File: config.mk
export PLATFORM = sky130hd
export DESIGN_NAME = asr_host
export DESIGN_NICKNAME = d
export VERILOG_FILES = /design/src/asr_pkg.sv /design/src/asr_host.sv
export SDC_FILE = /design/constraint.sdc
export NUM_CORES = 1
export LEC_CHECK = 0
export BUFFER_PORTS_ARGS = -buffer_cell sky130_fd_sc_hd__clkbuf_2
export CORE_ASPECT_RATIO = 0.9
export CORE_MARGIN = 8
export CORE_UTILIZATION = 37
export DETAILED_ROUTE_END_ITERATION = 16
export PLACE_DENSITY_LB_ADDON = 0.08
export SETUP_SLACK_MARGIN = 0.15
export SLEW_MARGIN = 20
export SYNTH_ARGS = -nofsm -noshare
export SYNTH_HDL_FRONTEND = slang
export SYNTH_SLANG_ARGS = --single-unit
File: constraint.sdc
create_clock -name clk -period 4.04 [get_ports clk]
set_clock_uncertainty 0.05 [all_clocks]
set_input_delay 0.202 -clock clk [delete_from_list [all_inputs] [get_ports clk]]
set_output_delay 0.202 -clock clk [all_outputs]
set_load 0.05 [all_outputs]
File: src/asr_pkg.sv
// Package with timing and encoding constants for the static memory host controller
package asr_pkg;
  localparam int ADDR_W = 14;
  localparam int DATA_W = 4;
  localparam int CLK_PERIOD_NS = 8;
  // Timing figures in ns, fastest speed grade
  localparam int ACCESS_NS = 25;
  localparam int OE_ACCESS_NS = 15;
  localparam int WZ_NS = 15;
  localparam int WP_NS = 20;
  localparam int FAST_WP_NS = 13;
  localparam int DSETUP_NS = 13;
  localparam int FAST_DSETUP_NS = 18;
  localparam int FAST_WC_NS = 18;
  localparam int HZ_NS = 15;
  localparam int AHOLD_NS = 5;
  // Cycle counts: all times round up; access adds one more cycle
  localparam int ACCESS_CYC = (ACCESS_NS + CLK_PERIOD_NS - 1) / CLK_PERIOD_NS + 1;
  localparam int WZ_CYC = (WZ_NS + CLK_PERIOD_NS - 1) / CLK_PERIOD_NS;
  localparam int WP_CYC = (WP_NS + CLK_PERIOD_NS - 1) / CLK_PERIOD_NS;
  localparam int FAST_WP_CYC = (FAST_WC_NS + CLK_PERIOD_NS - 1) / CLK_PERIOD_NS;
  localparam int HZ_CYC = (HZ_NS + CLK_PERIOD_NS - 1) / CLK_PERIOD_NS;
  localparam int HOLD_CYC = (AHOLD_NS + CLK_PERIOD_NS - 1) / CLK_PERIOD_NS;
  localparam int CNT_W = 4;
  // Write styles
  localparam logic [1:0] WR_STROBE = 2'h0;
  localparam logic [1:0] WR_SELECT = 2'h1;
  localparam logic [1:0] WR_FAST = 2'h2;
  typedef enum logic [2:0] {
    ASR_IDLE   = 3'b000,
    ASR_RD     = 3'b001,
    ASR_WR_HIZ = 3'b010,
    ASR_WR_DRV = 3'b011,
    ASR_WR_END = 3'b100,
    ASR_RECOV  = 3'b101
  } asr_state_e;
endpackage

File: src/asr_host.sv
// Host controller that drives a 16K by 4 asynchronous static memory over its pins
//
// Function
// - Read only while write strobe high, select and output enable low.
// - Host drives write data only after delay, or keeps output enable high.
// - Strobe-terminated write ends at strobe rise; data held across it.
// - Select-terminated write ends at select rise; outputs stay high impedance.
// - Fast write keeps output enable high, select low; outputs never turn on.
// - Fast write pulse counts from the 18 ns figure but rounds to the same 3 cycles as other writes.
`timescale 1ns/1ns
`default_nettype none
module asr_host #(
  parameter int ADDR_W = asr_pkg::ADDR_W,
  parameter int DATA_W = asr_pkg::DATA_W
) (
  input  wire logic              clk,
  input  wire logic              rst,
  input  wire logic              req_valid,
  input  wire logic              req_write,
  input  wire logic [1:0]        req_style,
  input  wire logic [ADDR_W-1:0] req_addr,
  input  wire logic [DATA_W-1:0] req_wdata,
  output logic                   req_ready,
  output logic                   rsp_valid,
  output logic [DATA_W-1:0]      rsp_rdata,
  output logic                   chip_select_n,
  output logic                   output_drive_enable_n,
  output logic                   write_strobe_n,
  output logic [ADDR_W-1:0]      word_select_lines,
  output logic [DATA_W-1:0]      data_out,
  output logic                   data_oe,
  input  wire logic [DATA_W-1:0] data_in
);

  asr_pkg::asr_state_e state_r;
  logic [asr_pkg::CNT_W-1:0] cnt_r;
  logic                      wr_r;
  logic [1:0]                style_r;
  logic [DATA_W-1:0]         wdata_r;
  logic                      take;

  // A request is taken only while the registered ready stands high
  assign take = req_valid && req_ready;

  // Ready comes from a flop; a take drops it at once so no second request slips in
  always_ff @(posedge clk) begin
    if (rst) begin
      req_ready <= 1'b0;
    end else if (take) begin
      req_ready <= 1'b0;
    end else if (state_r == asr_pkg::ASR_IDLE) begin
      req_ready <= 1'b1;
    end else if (state_r == asr_pkg::ASR_RECOV && cnt_r == '0) begin
      req_ready <= 1'b1;
    end else begin
      req_ready <= 1'b0;
    end
  end

  // Sequencer
  // Each counting state lasts its load value plus one cycle
  always_ff @(posedge clk) begin
    if (rst) begin
      state_r <= asr_pkg::ASR_IDLE;
      cnt_r   <= '0;
      wr_r    <= 1'b0;
      style_r <= asr_pkg::WR_STROBE;
      wdata_r <= '0;
    end else begin
      case (state_r)
        asr_pkg::ASR_IDLE: begin
          if (take) begin
            wr_r    <= req_write;
            style_r <= req_style;
            wdata_r <= req_wdata;
            if (req_write) begin
              state_r <= asr_pkg::ASR_WR_HIZ;
              cnt_r   <= asr_pkg::CNT_W'(asr_pkg::WZ_CYC);
            end else begin
              state_r <= asr_pkg::ASR_RD;
              cnt_r   <= asr_pkg::CNT_W'(asr_pkg::ACCESS_CYC);
            end
          end
        end
        asr_pkg::ASR_RD: begin
          if (cnt_r == '0) begin
            state_r <= asr_pkg::ASR_RECOV;
            cnt_r   <= asr_pkg::CNT_W'(asr_pkg::HZ_CYC);
          end else begin
            cnt_r <= cnt_r - 1'b1;
          end
        end
        asr_pkg::ASR_WR_HIZ: begin
          if (cnt_r == '0) begin
            state_r <= asr_pkg::ASR_WR_DRV;
            cnt_r   <= (style_r == asr_pkg::WR_FAST) ?
                       asr_pkg::CNT_W'(asr_pkg::FAST_WP_CYC) :
                       asr_pkg::CNT_W'(asr_pkg::WP_CYC);
          end else begin
            cnt_r <= cnt_r - 1'b1;
          end
        end
        asr_pkg::ASR_WR_DRV: begin
          if (cnt_r == '0) begin
            state_r <= asr_pkg::ASR_WR_END;
            cnt_r   <= asr_pkg::CNT_W'(asr_pkg::HOLD_CYC);
          end else begin
            cnt_r <= cnt_r - 1'b1;
          end
        end
        asr_pkg::ASR_WR_END: begin
          if (cnt_r == '0) begin
            state_r <= asr_pkg::ASR_RECOV;
            cnt_r   <= asr_pkg::CNT_W'(asr_pkg::HZ_CYC);
          end else begin
            cnt_r <= cnt_r - 1'b1;
          end
        end
        asr_pkg::ASR_RECOV: begin
          if (cnt_r == '0) begin
            state_r <= asr_pkg::ASR_IDLE;
          end else begin
            cnt_r <= cnt_r - 1'b1;
          end
        end
        default: begin
          state_r <= asr_pkg::ASR_IDLE;
        end
      endcase
    end
  end

  // Control pins
  always_ff @(posedge clk) begin
    if (rst) begin
      chip_select_n         <= 1'b1;
      output_drive_enable_n <= 1'b1;
      write_strobe_n        <= 1'b1;
      word_select_lines     <= '0;
    end else begin
      case (state_r)
        asr_pkg::ASR_IDLE: begin
          if (take) begin
            word_select_lines     <= req_addr;
            chip_select_n         <= 1'b0;
            // Strobe falls with select, so memory outputs stay off
            write_strobe_n        <= !req_write;
            output_drive_enable_n <= req_write;
          end
        end
        asr_pkg::ASR_WR_DRV: begin
          if (cnt_r == '0) begin
            if (style_r == asr_pkg::WR_SELECT) begin
              chip_select_n <= 1'b1;
            end else begin
              write_strobe_n <= 1'b1;
            end
          end
        end
        asr_pkg::ASR_WR_END: begin
          if (cnt_r == '0) begin
            chip_select_n  <= 1'b1;
            write_strobe_n <= 1'b1;
          end
        end
        asr_pkg::ASR_RD: begin
          if (cnt_r == '0) begin
            chip_select_n         <= 1'b1;
            output_drive_enable_n <= 1'b1;
          end
        end
        default: begin
          chip_select_n         <= chip_select_n;
          output_drive_enable_n <= output_drive_enable_n;
        end
      endcase
    end
  end

  // Data bus drive, held through strobe or select rise
  always_ff @(posedge clk) begin
    if (rst) begin
      data_out <= '0;
      data_oe  <= 1'b0;
    end else if (state_r == asr_pkg::ASR_WR_HIZ && cnt_r == '0) begin
      data_out <= wdata_r;
      data_oe  <= 1'b1;
    end else if (state_r == asr_pkg::ASR_WR_END && cnt_r == '0) begin
      data_oe <= 1'b0;
    end
  end

  // Read capture, plus a response pulse at the end of each write
  always_ff @(posedge clk) begin
    if (rst) begin
      rsp_valid <= 1'b0;
      rsp_rdata <= '0;
    end else begin
      rsp_valid <= 1'b0;
      if (state_r == asr_pkg::ASR_RD && cnt_r == '0) begin
        rsp_valid <= 1'b1;
        rsp_rdata <= data_in;
      end else if (state_r == asr_pkg::ASR_WR_END && cnt_r == '0 && wr_r) begin
        rsp_valid <= 1'b1;
      end
    end
  end

endmodule // asr_host
`default_nettype wire

==> flow_results.org <==
** Clock network
- The clock passes through at most 2 buffers.
- Clock root buffer :: sky130_fd_sc_hd__clkbuf_8
- Clock tree from TritonCTS :: yes
- Once the clock tree was built, the setup fixing pass inserted 0 buffers.
- H-Tree Level Count :: 2
- Gates resized during post-CTS repair numbered 0.
- The number of hold buffers added after CTS was 0.
- Sink count of the clock tree :: 42
- After clock tree synthesis, the clock-pin slew on the worst setup and hold paths is 0.08 ns.
- The number of clock buffers added by TritonCTS is 5.
- Insertion delay of the later-clocked pin in the worst-skew pair :: 0.29 ns

** Power and ir drop
- Total power consumption of the routed design :: 1.59 mW
- In this run the power density over the cells is 703 nW/um2.
- VDD sags by at most 0.264 mV.
- Static leakage :: 0.964 nW

** Flow run
- The tool flagged a number of max-cap violations equal to 0.

** Floorplanning
- After floorplanning, the core was divided into 24 placement rows.
- Measured along the x axis, the die boundary spans 90.7 um.
- I/O pin count :: 56
- For this configuration, the core starts out at a cell density of 38.4%.
- The core region is 4830 um2.
- Measured along the y axis, the die boundary spans 83.2 um.
- Area of the die :: 7550 um2

** Routing
- Post-detailed-route wirelength per cell :: 14.1 um
- Number of design rule violations left after detail routing :: 0
- After detailed routing, the number of vias per cell comes to 4.95.
- Across all layers, the routed design uses 1684 vias.
- Antenna-violating nets left :: 0
- Total Routed Length :: 4.78 mm
- The first detailed-routing pass took 4 iterations.
- After the first detailed-routing iteration, the DRC count stood at 98.

** Yosys
- Ranked by total cell area, the synthesized netlist is headed by sky130_fd_sc_hd__dfxtp_1, sky130_fd_sc_hd__nand2_1, sky130_fd_sc_hd__a21oi_1, sky130_fd_sc_hd__mux2i_1, sky130_fd_sc_hd__nand3_1.
- In this run the biggest area consumer among cell types represents 45.3% of the synthesized area.
- Asr flop ratio synth :: 0%
- The synthesized design contains 42 register bits.
- Number of warnings issued by yosys :: 0
- Cells after Synth :: 225
- Number of unique standard cell types used by synthesis :: 49
- Dominant cell by count in the synthesized netlist :: sky130_fd_sc_hd__nand2_1
- Proportion of synthesized chip area in sequential cells :: 45.3%
- By count the netlist is led by sky130_fd_sc_hd__nand2_1, sky130_fd_sc_hd__dfxtp_1, sky130_fd_sc_hd__a21oi_1, sky130_fd_sc_hd__nor2_1, sky130_fd_sc_hd__nand3_1.
- Counting flops with a built-in enable in the synthesized netlist gives 0.
- Syn_nets :: 255
- Cell area after synthesis :: 1860 um2
- The average instance in the mapped netlist occupies 8.26 um2.
- Synth Flop Type :: sky130_fd_sc_hd__dfxtp_1
- Summed over all instances, the cell type with the most area after synthesis is sky130_fd_sc_hd__dfxtp_1.

** Worst setup path
- The worst register-to-register path has a setup slack of 1.87 ns.
- The worst register-to-register path has a depth of 6.
- Crit path largest cell delay :: 0.55 ns
- Worst reg2reg path endpoint :: write_strobe_n
- At the worst endpoint, the arrival time is 2.27 ns.
- Crit Reg-Reg Startpoint :: cnt_r[0]
- Kind of cell adding the most delay to the critical path :: simple AND/OR/NAND/NOR gates
- Element type at the critical path end :: flop
- By startpoint and endpoint, the worst setup path is classified as reg -> reg.
- Cells along the critical path :: inv_1 > ha_1 > nor3b_4 > nand4_1 > a2111oi_2 > a41oi_1
- CP Launch Type :: flop
- In this run the worst path has a maximum fanout of 16.
- For this design, the slowest cell found on the critical path is sky130_fd_sc_hd__nor3b_4.
- The number of buffers and inverters on the critical path is 1.
- For the worst setup path, the data required time is 4.14 ns.

** Timing
- WHS :: 0.0721 ns
- Fmax achieved :: 461 MHz
- Worst rel slew slack :: 45.0%
- Unrepaired setup endpoints after global routing :: no
- The final number of hold-violating endpoints was 0.
- Counting I/O delays and the setup requirement, the final critical path takes 2.17 ns.
- Setup violations remaining at the end of the flow were counted as 0.
- Setup TNS after final layout :: 0 ns
- Of the available clock period, the critical path in the final layout requires 53.7%.
- Setup slack closes at 1.87 ns.
- For the pin with the worst max-slew slack, the measured transition is 0.825 ns.
- The number of pins with negative max-slew slack in the final report was 0.

** Global routing
- The initial antenna violation count was 0.
- Entering global routing, the biggest net connects 40 pins.
- Global-route wire length before repair :: 8.25 mm
- Global router's overall resource usage :: 13.0%
- After global routing the overflow that remains totals 0.
- The number of global-route vias before repair came to 1707.

** Min path
- Min-Delay Path Depth :: 3
- The worst hold path belongs to the class in -> reg.
- The startpoint identified for the worst hold timing path is req_addr[7].
- For hold timing, the worst endpoint is word_select_lines[7].

** Placement
- Before CTS, the worst setup slack after placement is 1.87 ns.
- Port Buffer Count :: 55
- GP Congestion :: 0.780
- HPWL after detailed placement :: 3.39 mm
- Post-placement cell count :: 332

** Finish
- Number of non-filler instances in the completed layout :: 340
- At the end of the flow, the number of nets in the layout was 304.
- Fraction of layout instances using a drive strength above 1 :: 26.2%
- Antenna diodes :: 0
- Relative to the synthesized area, the layout overhead comes to 21.6%.

** Status
- Result of the run :: finished, final reports clean
## per-layer routing
metal  vias to the layer above  share of wire [%]  GRT usage [%]
met5                         -                  0              0
met4                         0                1.2           4.98
met3                         7                6.2           4.32
li1                        882                  -              -
met1                       754                 50           16.7
met2                        41                 43           19.6
## power breakdown
part	switching, mW	total [mW]	internal, mW
sequential	0.0988	0.594	0.495
combinational	0.477	0.713	0.237
clock	0.144	0.281	0.137
total	0.719	1.59	0.869
## final cells by class
class | instances | area [um2]
clock inverter | 2 | 12.5
fill | 513 | 2570
tap | 65 | 81.3
multi-input combinational | 164 | 937
timing repair buffer | 57 | 290
clock buffer | 6 | 82.6
inverter | 4 | 15.0
sequential | 42 | 841
## layout by cell type, fill, tap and decap left out, drive strengths merged, types with 2 or more instances in the layout
master / Yosys / final
a211oi: 2 / 2
nor2b: 3 / 3
nand2b: 4 / 4
a2111oi: 3 / 3
clkbuf: 8 / 61
nand2: 54 / 54
mux2i: 5 / 5
buf: 7 / 2
o21ai: 3 / 3
and2: 2 / 2
nand3: 9 / 9
dfxtp: 42 / 42
a31oi: 2 / 2
inv: 4 / 4
o31ai: 2 / 2
ha: 2 / 2
nor3b: 2 / 2
nor2: 11 / 11
a21oi: 33 / 33
and3: 2 / 2
nor3: 2 / 2
## cells by family (layout without fill, tap and decap cells)
group | after synthesis | count (layout) | synth area share, %
simple gates | 97 | 97 | 25.1
fa+ha+maj | 2 | 2 | 1.35
mux | 5 | 5 | 2.69
compound gates | 60 | 60 | 21.3
flops | 42 | 42 | 45.3
buf+inv | 19 | 69 | 4.31
## worst reg2reg max path: cells and delay by family (launching register included)
family	cells	cell delay, ns
buffers and inverters	1	0.13
adders and majority gates	1	0.21
DFF	1	0.32
AOI/OAI and AO/OA	2	0.53
and+or+nand+nor	2	0.79
## how the worst max path moves through the flow
stage	from	endpoint	depth (start not counted)	slack (ns)
6_report	cnt_r[0]	write_strobe_n	6	1.87
5_1_grt	cnt_r[0]	write_strobe_n	6	1.59
4_1_cts	cnt_r[0]	write_strobe_n	6	1.87
3_5_place_dp	cnt_r[0]	write_strobe_n	6	1.87
3_3_place_gp	cnt_r[0]	write_strobe_n	6	1.91
2_1_floorplan	cnt_r[0]	rsp_rdata[3]	7	2.27
## flip-flops by register name (all words and copies together) (netlist names)
signal	flops
chip_select_n	1
cnt_r	4
data_oe	1
data_out	4
output_drive_enable_n	1
req_ready	1
rsp_rdata	4
rsp_valid	1
state_r	3
style_r	2
wdata_r	4
word_select_lines	14
wr_r	1
write_strobe_n	1
## through the flow
stage                     util [%]  cell area, um2
final                         46.7            2260
after global routing          46.7            2260
after CTS                     46.7            2260
after detailed placement      44.8            2160
after global placement        44.8            2160
after floorplan                  -            1860
(Power assumes the default switching activity.)
